[config.mk]
export PLATFORM = sky130hd
export DESIGN_NAME = i2c_esa_regs
export DESIGN_NICKNAME = d
export VERILOG_FILES = /design/src/i2c_esa_pkg.sv /design/src/i2c_esa_regs.sv
export SDC_FILE = /design/constraint.sdc
export NUM_CORES = 1
export LEC_CHECK = 0
export BUFFER_PORTS_ARGS = -buffer_cell sky130_fd_sc_hd__buf_2
export CAP_MARGIN = 20
export CORE_AREA = 4 4 93 95
export DETAILED_ROUTE_END_ITERATION = 10
export DIE_AREA = 0 0 97 99
export PLACE_DENSITY_LB_ADDON = 0.1
export RECOVER_POWER = 50
export SYNTH_ARGS = -nofsm -noshare
export SYNTH_HDL_FRONTEND = slang
export SYNTH_SLANG_ARGS = --single-unit
[constraint.sdc]
create_clock -name CLK -period 3.31 [get_ports CLK]
set_input_delay 0.1655 -clock CLK [delete_from_list [all_inputs] [get_ports CLK]]
set_output_delay 0.1655 -clock CLK [all_outputs]
set_load 0.02 [all_outputs]
[src/i2c_esa_pkg.sv]
/*
 * Constants and carrier types for the enable, status, level, hold-time
 * and abort-cause register slice of a two-wire bus controller.
 * Assumes the serial engine and queues live elsewhere and report
 * through the status carrier declared here.
 */
package i2c_esa_pkg;

   ////////////////////////////////////////////////////////////////////
   // Register byte offsets on the APB.
   localparam logic [7:0] OFS_TX_ABORT_CLR = 8'h54;
   localparam logic [7:0] OFS_GENERAL_CALL_IRQ_CLR = 8'h68;
   localparam logic [7:0] OFS_ENABLE = 8'h6C;
   localparam logic [7:0] OFS_STATUS = 8'h70;
   localparam logic [7:0] OFS_TX_LEVEL = 8'h74;
   localparam logic [7:0] OFS_RX_LEVEL = 8'h78;
   localparam logic [7:0] OFS_HOLD = 8'h7C;
   localparam logic [7:0] OFS_ABORT_CAUSE = 8'h80;

   ////////////////////////////////////////////////////////////////////
   // Field positions.
   localparam int EN_BIT = 0;
   localparam int ABORT_BIT = 1;
   localparam int ST_ACTIVITY = 0;
   localparam int ST_TX_NOT_FULL = 1;
   localparam int ST_TX_EMPTY = 2;
   localparam int ST_RX_NONEMPTY = 3;
   localparam int ST_RX_FULL = 4;
   localparam int ST_INIT_BUSY = 5;
   localparam int ST_TARG_BUSY = 6;
   localparam int CA_SECOND_ADDR = 2;
   localparam int CA_DATA_UNACK = 3;
   localparam int CA_GCALL_UNACK = 4;
   localparam int CA_GCALL_READ = 5;
   localparam int CA_HS_ACKED = 6;
   localparam int CA_SB_ACKED = 7;
   localparam int CA_HS_NORST = 8;
   localparam int CA_SB_NORST = 9;
   localparam int CA_10B_NORST = 10;
   localparam int CA_INIT_DIS = 11;
   localparam int CA_ARB_LOSS = 12;
   localparam int CA_STALE = 13;
   localparam int CA_SLV_LOST = 14;
   localparam int CA_RD_WRITTEN = 15;
   localparam int CA_CANCEL = 16;
   localparam int CA_LO = 2;
   localparam int CA_HI = 16;
   localparam int FLUSH_LSB = 24;
   localparam int CMD_READ_BIT = 8;
   localparam int CMD_GCALL_READ_BIT = 9;

   ////////////////////////////////////////////////////////////////////
   // Reset values and widths.
   localparam logic [15:0] HOLD_RESET = 16'h0001;
   localparam int LEVEL_W = 4;
   localparam int QUEUE_DEPTH = 8;

   // Abort sequencer states, one-hot.
   typedef enum logic [1:0]
   {
      ABT_IDLE = 2'b01,
      ABT_RUN = 2'b10
   } abort_state_t;

   // What the serial engine and queues report each cycle.
   typedef struct packed
   {
      logic general_call_irq_evt;
      logic abort_done;
      logic init_busy;
      logic targ_busy;
      logic bus_active;
      logic [LEVEL_W-1:0] tx_level;
      logic [LEVEL_W-1:0] rx_level;
      logic restart_allow;
      logic init_mode_on;
      logic init_start_req;
      logic tenbit_read_req;
      logic start_byte_req;
      logic highspeed_req;
      logic cmd_write;
      logic [9:0] cmd_word;
      logic targ_rd_pending;
      logic gcall_sent;
      logic targ_read_cmd;
      logic [CA_HI:CA_LO] cause_evt;
   } engine_status_t;

endpackage : i2c_esa_pkg

[src/i2c_esa_regs.sv]
/*
 * APB register slice: enable and abort control, status, queue levels,
 * data-line hold time, abort cause, and the read-to-clear registers for
 * the general-call and transmit-abort flags.
 * Assumes a zero-wait APB master on CLK and an engine whose status and
 * pulse inputs are synchronous to CLK.
 */
`timescale 1ns/100ps

module i2c_esa_regs
#(
   parameter int TX_DEPTH = i2c_esa_pkg::QUEUE_DEPTH,
   parameter int RX_DEPTH = i2c_esa_pkg::QUEUE_DEPTH
)
(
   input wire logic CLK,
   input wire logic RESET_N,
   input wire logic PSEL,
   input wire logic PENABLE,
   input wire logic PWRITE,
   input wire logic [7:0] PADDR,
   input wire logic [31:0] PWDATA,
   output logic [31:0] PRDATA,
   output logic PREADY,
   output logic PSLVERR,
   input wire i2c_esa_pkg::engine_status_t ENGINE,
   output logic CONTROLLER_ON,
   output logic ABORT_REQUEST,
   output logic [15:0] DATA_LINE_HOLD_CYCLES,
   output logic GENERAL_CALL_IRQ,
   output logic TRANSMIT_ABORT_IRQ
);

   ////////////////////////////////////////////////////////////////////
   // Bus decode.
   // A transfer is decoded from the bus inputs alone, with no state of its own.
   // Read data are registered in the setup cycle, so the access cycle only
   // confirms what was already chosen. This keeps the read path off the
   // combinational return path at the cost of one flop stage.

   logic setup_phase;
   logic access_done;
   logic wr_done;
   logic rd_done;
   logic addr_known;
   logic [31:0] read_mux;

   // The slave never inserts wait states, so every access ends on its
   // first access-phase edge.
   assign PREADY = 1'b1;
   assign setup_phase = PSEL & ~PENABLE;
   assign access_done = PSEL & PENABLE;
   assign wr_done = access_done & PWRITE;
   assign rd_done = access_done & ~PWRITE;

   // Unmapped addresses answer with an error and have no effect.
   always_comb
   begin
      case (PADDR)
         i2c_esa_pkg::OFS_TX_ABORT_CLR,
         i2c_esa_pkg::OFS_GENERAL_CALL_IRQ_CLR,
         i2c_esa_pkg::OFS_ENABLE,
         i2c_esa_pkg::OFS_STATUS,
         i2c_esa_pkg::OFS_TX_LEVEL,
         i2c_esa_pkg::OFS_RX_LEVEL,
         i2c_esa_pkg::OFS_HOLD,
         i2c_esa_pkg::OFS_ABORT_CAUSE: addr_known = 1'b1;
         default: addr_known = 1'b0;
      endcase
   end

   // The error answer is combinational, like the ready line, so it stands
   // only in the access cycle. A write to an unknown offset changes nothing.
   assign PSLVERR = access_done & ~addr_known;

   ////////////////////////////////////////////////////////////////////
   // Enable and hold-time registers.

   // Software owns both registers outright; the engine only reads them.
   // The hold time is handed over unchanged, so a value of zero is legal
   // here and it is up to the engine to treat it sensibly.
   logic enable_reg;
   logic [15:0] hold_reg;

   always_ff @(posedge CLK or negedge RESET_N)
   begin
      if (!RESET_N)
         enable_reg <= 1'b0;
      else if (wr_done && PADDR == i2c_esa_pkg::OFS_ENABLE)
         enable_reg <= PWDATA[i2c_esa_pkg::EN_BIT];
   end

   always_ff @(posedge CLK or negedge RESET_N)
   begin
      if (!RESET_N)
         hold_reg <= i2c_esa_pkg::HOLD_RESET;
      else if (wr_done && PADDR == i2c_esa_pkg::OFS_HOLD)
         hold_reg <= PWDATA[15:0];
   end

   // The outputs are the registers themselves.
   assign CONTROLLER_ON = enable_reg;
   assign DATA_LINE_HOLD_CYCLES = hold_reg;

   ////////////////////////////////////////////////////////////////////
   // Abort sequencer.
   // The abort bit is a request that the engine acknowledges. It is kept
   // as a two-state sequencer rather than a plain flag so that a second write
   // of one during a running abort cannot restart it, and so that the bit that
   // software reads back is exactly the state that drives the engine.

   i2c_esa_pkg::abort_state_t abort_reg;
   i2c_esa_pkg::abort_state_t abort_next;
   logic abort_write;

   assign abort_write = wr_done && PADDR == i2c_esa_pkg::OFS_ENABLE &&
      PWDATA[i2c_esa_pkg::ABORT_BIT];

   always_comb
   begin
      case (abort_reg)
         i2c_esa_pkg::ABT_IDLE:
            abort_next = abort_write ? i2c_esa_pkg::ABT_RUN : i2c_esa_pkg::ABT_IDLE;
         i2c_esa_pkg::ABT_RUN:
            abort_next = ENGINE.abort_done ? i2c_esa_pkg::ABT_IDLE : i2c_esa_pkg::ABT_RUN;
         default:
            abort_next = i2c_esa_pkg::ABT_IDLE;
      endcase
   end

   // Writing zero never cancels an abort; only the engine ends it.
   always_ff @(posedge CLK or negedge RESET_N)
   begin
      if (!RESET_N)
         abort_reg <= i2c_esa_pkg::ABT_IDLE;
      else
         abort_reg <= abort_next;
   end

   // The engine winds the transfer down while the sequencer runs.
   assign ABORT_REQUEST = abort_reg == i2c_esa_pkg::ABT_RUN;

   ////////////////////////////////////////////////////////////////////
   // Abort-cause events.
   // Most causes are detected inside the serial engine and arrive as pulses.
   // A few can be judged from what the engine reports about commands and
   // queue levels. Those are derived here so that the engine need not know
   // the register layout. Every cause is a one-cycle pulse.

   logic [i2c_esa_pkg::CA_HI:i2c_esa_pkg::CA_LO] cause_set;

   // Locally derived causes are merged with those the engine reports.
   always_comb
   begin
      cause_set = ENGINE.cause_evt;
      cause_set[i2c_esa_pkg::CA_CANCEL] = ENGINE.cause_evt[i2c_esa_pkg::CA_CANCEL] |
         (ABORT_REQUEST & ENGINE.abort_done);
      cause_set[i2c_esa_pkg::CA_RD_WRITTEN] = ENGINE.cause_evt[i2c_esa_pkg::CA_RD_WRITTEN] |
         (ENGINE.cmd_write & ENGINE.targ_rd_pending &
         ENGINE.cmd_word[i2c_esa_pkg::CMD_READ_BIT]);
      cause_set[i2c_esa_pkg::CA_STALE] = ENGINE.cause_evt[i2c_esa_pkg::CA_STALE] |
         (ENGINE.targ_read_cmd & (ENGINE.tx_level != '0));
      cause_set[i2c_esa_pkg::CA_ARB_LOSS] = ENGINE.cause_evt[i2c_esa_pkg::CA_ARB_LOSS] |
         ENGINE.cause_evt[i2c_esa_pkg::CA_SLV_LOST];
      cause_set[i2c_esa_pkg::CA_INIT_DIS] = ENGINE.cause_evt[i2c_esa_pkg::CA_INIT_DIS] |
         (ENGINE.init_start_req & ~ENGINE.init_mode_on);
      cause_set[i2c_esa_pkg::CA_10B_NORST] = ENGINE.cause_evt[i2c_esa_pkg::CA_10B_NORST] |
         (ENGINE.tenbit_read_req & ~ENGINE.restart_allow);
      cause_set[i2c_esa_pkg::CA_SB_NORST] = ENGINE.cause_evt[i2c_esa_pkg::CA_SB_NORST] |
         (ENGINE.start_byte_req & ~ENGINE.restart_allow);
      cause_set[i2c_esa_pkg::CA_HS_NORST] = ENGINE.cause_evt[i2c_esa_pkg::CA_HS_NORST] |
         (ENGINE.highspeed_req & ~ENGINE.restart_allow);
      cause_set[i2c_esa_pkg::CA_GCALL_READ] = ENGINE.cause_evt[i2c_esa_pkg::CA_GCALL_READ] |
         (ENGINE.cmd_write & ENGINE.gcall_sent &
         ENGINE.cmd_word[i2c_esa_pkg::CMD_GCALL_READ_BIT]);
   end

   // Any cause at all counts as a transmit-abort event.
   logic abort_evt;
   assign abort_evt = |cause_set;

   ////////////////////////////////////////////////////////////////////
   // Abort-cause register and transmit-abort flag.
   // The cause bits, the flushed-entry count and the flag share one clear.
   // A cause that arrives in the same cycle as the clearing read wins, so an
   // abort that races software is never lost and shows on the next read.

   logic [i2c_esa_pkg::CA_HI:i2c_esa_pkg::CA_LO] cause_reg;
   logic [7:0] flush_reg;
   logic [i2c_esa_pkg::LEVEL_W-1:0] tx_level_prev_reg;
   logic tx_abort_reg;
   logic tx_abort_clr;

   // Reading the transmit-abort clear register is the only way to clear.
   assign tx_abort_clr = rd_done && PADDR == i2c_esa_pkg::OFS_TX_ABORT_CLR;

   // The level is delayed one cycle so the snapshot predates the event
   // even when the abort itself flushes the queue in that cycle.
   always_ff @(posedge CLK or negedge RESET_N)
   begin
      if (!RESET_N)
         tx_level_prev_reg <= '0;
      else
         tx_level_prev_reg <= ENGINE.tx_level;
   end

   // One process per bit keeps the set-wins-over-clear rule plain to read.
   // engine-reported and locally derived causes kept
   genvar b;
   generate
      for (b = i2c_esa_pkg::CA_LO; b <= i2c_esa_pkg::CA_HI; b++)
      begin : g_cause
         always_ff @(posedge CLK or negedge RESET_N)
         begin
            if (!RESET_N)
               cause_reg[b] <= 1'b0;
            else if (cause_set[b])
               cause_reg[b] <= 1'b1;
            else if (tx_abort_clr)
               cause_reg[b] <= 1'b0;
         end
      end
   endgenerate

   // The count is widened to the eight-bit field with zeros above the level.
   // level snapshot at abort
   always_ff @(posedge CLK or negedge RESET_N)
   begin
      if (!RESET_N)
         flush_reg <= 8'h00;
      else if (abort_evt)
         flush_reg <= {{(8 - i2c_esa_pkg::LEVEL_W){1'b0}}, tx_level_prev_reg};
      else if (tx_abort_clr)
         flush_reg <= 8'h00;
   end

   always_ff @(posedge CLK or negedge RESET_N)
   begin
      if (!RESET_N)
         tx_abort_reg <= 1'b0;
      else if (abort_evt)
         tx_abort_reg <= 1'b1;
      else if (tx_abort_clr)
         tx_abort_reg <= 1'b0;
   end

   // The flag goes straight out as the raw transmit-abort interrupt.
   assign TRANSMIT_ABORT_IRQ = tx_abort_reg;

   ////////////////////////////////////////////////////////////////////
   // General-call flag.
   // The flag is sticky until software reads the clear register. As with the
   // abort flag, a new event in the clearing cycle keeps the flag set.

   logic general_call_irq_reg;

   always_ff @(posedge CLK or negedge RESET_N)
   begin
      if (!RESET_N)
         general_call_irq_reg <= 1'b0;
      else if (ENGINE.general_call_irq_evt)
         general_call_irq_reg <= 1'b1;
      else if (rd_done && PADDR == i2c_esa_pkg::OFS_GENERAL_CALL_IRQ_CLR)
         general_call_irq_reg <= 1'b0;
   end

   // The flag goes straight out as the raw general-call interrupt.
   assign GENERAL_CALL_IRQ = general_call_irq_reg;

   ////////////////////////////////////////////////////////////////////
   // Status word.
   // The status bits are pure functions of what the engine reports this cycle.
   // Full is judged against the queue depths given as parameters, empty against zero;
   // a depth above fifteen would not fit the four-bit level and is unsupported.

   logic [6:0] status_word;

   // Each bit follows its source combinationally.
   always_comb
   begin
      status_word = '0;
      status_word[i2c_esa_pkg::ST_TARG_BUSY] = ENGINE.targ_busy;
      status_word[i2c_esa_pkg::ST_INIT_BUSY] = ENGINE.init_busy;
      status_word[i2c_esa_pkg::ST_RX_FULL] =
         ENGINE.rx_level == i2c_esa_pkg::LEVEL_W'(RX_DEPTH);
      status_word[i2c_esa_pkg::ST_RX_NONEMPTY] = ENGINE.rx_level != '0;
      status_word[i2c_esa_pkg::ST_TX_EMPTY] = ENGINE.tx_level == '0;
      status_word[i2c_esa_pkg::ST_TX_NOT_FULL] =
         ENGINE.tx_level != i2c_esa_pkg::LEVEL_W'(TX_DEPTH);
      status_word[i2c_esa_pkg::ST_ACTIVITY] = ENGINE.targ_busy | ENGINE.init_busy |
         ENGINE.bus_active;
   end

   ////////////////////////////////////////////////////////////////////
   // Read data, captured in the setup cycle.

   // Pick the addressed register; unmapped and clear offsets read as zero.
   always_comb
   begin
      read_mux = '0;
      case (PADDR)
         i2c_esa_pkg::OFS_ENABLE:
         begin
            read_mux[i2c_esa_pkg::EN_BIT] = enable_reg;
            read_mux[i2c_esa_pkg::ABORT_BIT] = ABORT_REQUEST;
         end
         i2c_esa_pkg::OFS_STATUS: read_mux[6:0] = status_word;
         i2c_esa_pkg::OFS_TX_LEVEL: read_mux[i2c_esa_pkg::LEVEL_W-1:0] = ENGINE.tx_level;
         i2c_esa_pkg::OFS_RX_LEVEL: read_mux[i2c_esa_pkg::LEVEL_W-1:0] = ENGINE.rx_level;
         i2c_esa_pkg::OFS_HOLD: read_mux[15:0] = hold_reg;
         i2c_esa_pkg::OFS_ABORT_CAUSE:
         begin
            read_mux[i2c_esa_pkg::CA_HI:i2c_esa_pkg::CA_LO] = cause_reg;
            read_mux[31:i2c_esa_pkg::FLUSH_LSB] = flush_reg;
         end
         default: read_mux = '0;
      endcase
   end

   // Clear registers read as zero; their effect is the clear itself.
   always_ff @(posedge CLK or negedge RESET_N)
   begin
      if (!RESET_N)
         PRDATA <= 32'h00000000;
      else if (setup_phase && !PWRITE)
         PRDATA <= read_mux;
   end

endmodule : i2c_esa_regs

==> run summary <==
TritonCTS built the clock tree. The max-slew violation total from the final report is 0, and the overall die width is 97 um. The height of the die came out at 99 um. The routability congestion estimate from global placement is 0.8136. Once layout is complete, the utilization of the core stands at 49.68%.

Summing over every cut layer, the via total after detailed routing is 2593. The kind of start point of the critical path is an input pin. For this run, design rule violations remaining after detail routing come to 0. After detailed routing, the average wire length per cell comes to 16.58 um. For this block, the routed nets add up to 8375 um of wire. For this design, the sink count on the clock tree is 65. Total overflow reported by the global router: 0. Sequential area share after synthesis: 52.63%. The vias per cell is 5.135. The nature of the critical path endpoint is an async pin. The average instance in the mapped netlist occupies 10.79 um2. The critical path goes through dlygate4sd3_1 > clkbuf_1 > clkbuf_2. Half-perimeter wire length of the detailed placement result: 6110 um. Among all flip-flop cells after synthesis, the most frequent one is sky130_fd_sc_hd__dfrtp_1.

The synthesis-stage register bit count was 65. The final hold violation count came out at 0. Number of global-route vias before repair: 2603.

Data on the critical path arrives at its endpoint at 2580 ps. On the final layout, the worst hold slack is 36.67 ps. The logs give 40.06% for the starting density of the core and 9 for the number of clock buffers inserted by TritonCTS.

Setup violations remaining at the end of the flow were counted as 0. The tools report the post-CTS setup repair buffer count as 0. The repair_antennas step left the layout with diodes totalling 0.

The first detailed-routing pass ran for 4 iterations. For this design the static power due to leakage is 1.781 nW. By count the netlist is led by sky130_fd_sc_hd__dfrtp_1 (63), sky130_fd_sc_hd__nand2_1 (33), sky130_fd_sc_hd__nor2_1 (23), sky130_fd_sc_hd__mux2_2 (17), sky130_fd_sc_hd__buf_4 (16). Wire length of the first global-routing pass: 13370 um.

Summed over all failing endpoints, the final setup total negative slack is 0 ps. The tools report the post-route antenna net violation count as 0. Sorting the synthesized cells by area gives the leading types as sky130_fd_sc_hd__dfrtp_1 (51%), sky130_fd_sc_hd__mux2_2 (6.2%), sky130_fd_sc_hd__nand2_1 (4.0%). The initialized floorplan defines 32 standard-cell rows. Most frequently used cell type in the post-synthesis netlist: sky130_fd_sc_hd__dfrtp_1. The biggest area contributor in the post-synthesis netlist is sky130_fd_sc_hd__dfrtp_1. Pin placement for this block handled 147 I/O pins. On the worst path, the slowest cell contributes a delay of 960 ps.

For the worst setup path, the data required time is 3610 ps. Power spread over the standard cell area amounts to 444.6 nW/um2. During synthesis, Yosys emitted a total of 0 warnings. The tool flagged a number of max-cap violations equal to 0.

Along the worst path, the maximum fanout reaches 42. Measured against its own limit, the worst slew margin works out to 16.60%. The netlist area before placement is 3095 um2. The floorplan step defined a die boundary enclosing 9603 um2.

Based on the critical path, the design can be clocked at up to 437.9 MHz. The tools report the clock tree root driver cell as sky130_fd_sc_hd__clkbuf_8. Clock-pin slew was measured on the worst setup and hold paths at 70 ps.

After synthesis, the share of flip-flops with an asynchronous set or reset is 100.0%. The run finished with clean final reports. Pin count of the biggest net entering global routing: 43. In the global route stage, overall resource usage came out at 17.56%. DRC violation total after the first TritonRoute iteration: 107. During placement, the flow inserted port buffers numbering 110. The logs give 1.707 mW for the overall power after layout and 48 for the count of different cell masters after synthesis. Of the available clock period, the critical path in the final layout requires 69.00%. The number of antenna violations at the first check in global routing was 0. The critical path's slowest cell is sky130_fd_sc_hd__clkbuf_2.

The class of the tightest hold or removal check is input pin to register. The number of synthesized flops with an enable pin was 0; the number of flip-flops in the largest register was 21. The count of filler cells inserted in the layout was 776. Buffer depth of the longest clock path: 2. The layout cell share with drive strength beyond 1 was 26.05%. For the pin with the worst max-slew slack, the measured transition is 1251 ps.

The worst voltage drop across the vdd grid is 0.1605 mV. After synthesis, the largest area contributor takes up 50.93% of total cell area. The number of hold buffers added after CTS was 6. The clock insertion delay at the later pin of the skew report is 340 ps, and the worst clock skew on the final layout is 10.06 ps.

Setup repair after global routing left no endpoint under its margin. The tools report the instance count of the mapped netlist as 287. In this run, post-CTS repair resized a total of 0 instances.

From synthesis to final layout, the design area changed by 24.01%. CTS built an H-tree with a depth of 3. The startpoint-to-endpoint class of the critical path is input pin to async pin.

The run gives 495 as the number of nets in the layout. The clock period minus final worst setup slack was 2284 ps; the placeable core region was 7727 um2.
==> placed cells by master (no fill, tap or decap), types with 5 or more instances in the layout <==
cell	synthesis	layout
sky130_fd_sc_hd__mux2i_1	6	6
sky130_fd_sc_hd__o21ai_0	5	5
sky130_fd_sc_hd__nor3_1	6	6
sky130_fd_sc_hd__buf_2	0	63
sky130_fd_sc_hd__nor2_1	23	23
sky130_fd_sc_hd__clkbuf_8	0	10
sky130_fd_sc_hd__a21o_1	9	9
sky130_fd_sc_hd__mux2_2	17	17
sky130_fd_sc_hd__nand2_1	33	33
sky130_fd_sc_hd__dlygate4sd3_1	0	6
sky130_fd_sc_hd__inv_1	8	8
sky130_fd_sc_hd__a21oi_1	5	5
sky130_fd_sc_hd__conb_1	2	12
sky130_fd_sc_hd__clkbuf_1	9	48
sky130_fd_sc_hd__a221oi_1	10	10
sky130_fd_sc_hd__dfrtp_1	63	63
sky130_fd_sc_hd__nand3_1	11	11
sky130_fd_sc_hd__nor4_1	6	6
==> through the flow <==
stage / instance area [um2] / std cells / worst slack [ps]
after detailed placement: 3665 / 485 / 1160
after global placement: 3665 / 485 / 1248
after global routing: 3839 / 505 / 571.0
final: 3839 / 505 / 1026
after CTS: 3908 / 505 / 1142
after floorplan: 3133 / 297 / 1532
==> worst max-delay path, delay by kind of cell <==
family	cells	cell delay (ps)
buffers and inverters	3	2390
==> area by class of cell <==
cell class / instances / area (um2) / share of cell area (%)
clock buffers: 10 / 137.6 / 3.585
well taps: 102 / 127.6 / 3.325
multi-input cells: 197 / 1301 / 33.90
flip-flops and latches: 65 / 1629 / 42.44
repair buffers: 119 / 568.0 / 14.80
clock inverters: 4 / 45.04 / 1.173
inverters: 8 / 30.03 / 0.7823
==> per-layer routing <==
metal	GRT usage, %	vias to the layer above	wire [um]
met2	28.56	99	4001
li1	-	1235	-
met5	0	-	0
met1	22.45	1248	3683
met4	6.371	0	119
met3	4.954	11	570
==> report_power, final <==
part	internal [mW]	leakage (nW)	switching, mW
sequential	0.823	0.772	0.0160
clock	0.356	0.0978	0.305
combinational	0.0742	0.911	0.133
total	1.25	1.78	0.453
==> cells by family (layout without fill, tap and decap cells) <==
logic type	count (synthesis)	count (layout)	share of synthesized area, %
flops	65	65	52.63
compound gates	50	50	12.49
other cells	2	12	0.2426
buf+inv	35	141	6.427
mux	24	24	8.852
simple gates	109	109	18.55
fa+ha+maj	2	2	0.8083
==> final timing paths <==
kind / startpoint / to / depth (start not counted) / slack, ps
worst max-delay path: RESET_N / PRDATA[7] / 3 / 1030
max in group CLK: PADDR[2] / DATA_LINE_HOLD_CYCLES[3] / 7 / 1030
worst min register to register: PRDATA[16] / PRDATA[16] / 2 / 460
worst min-delay path: ENGINE[9] / cause_reg[11] / 2 / 40
worst max register to register: abort_reg[0] / flush_reg[1] / 6 / 1230
min in group asynchronous: RESET_N / PRDATA[27] / 2 / 620
Note: power is estimated with default switching activity, not from simulation.
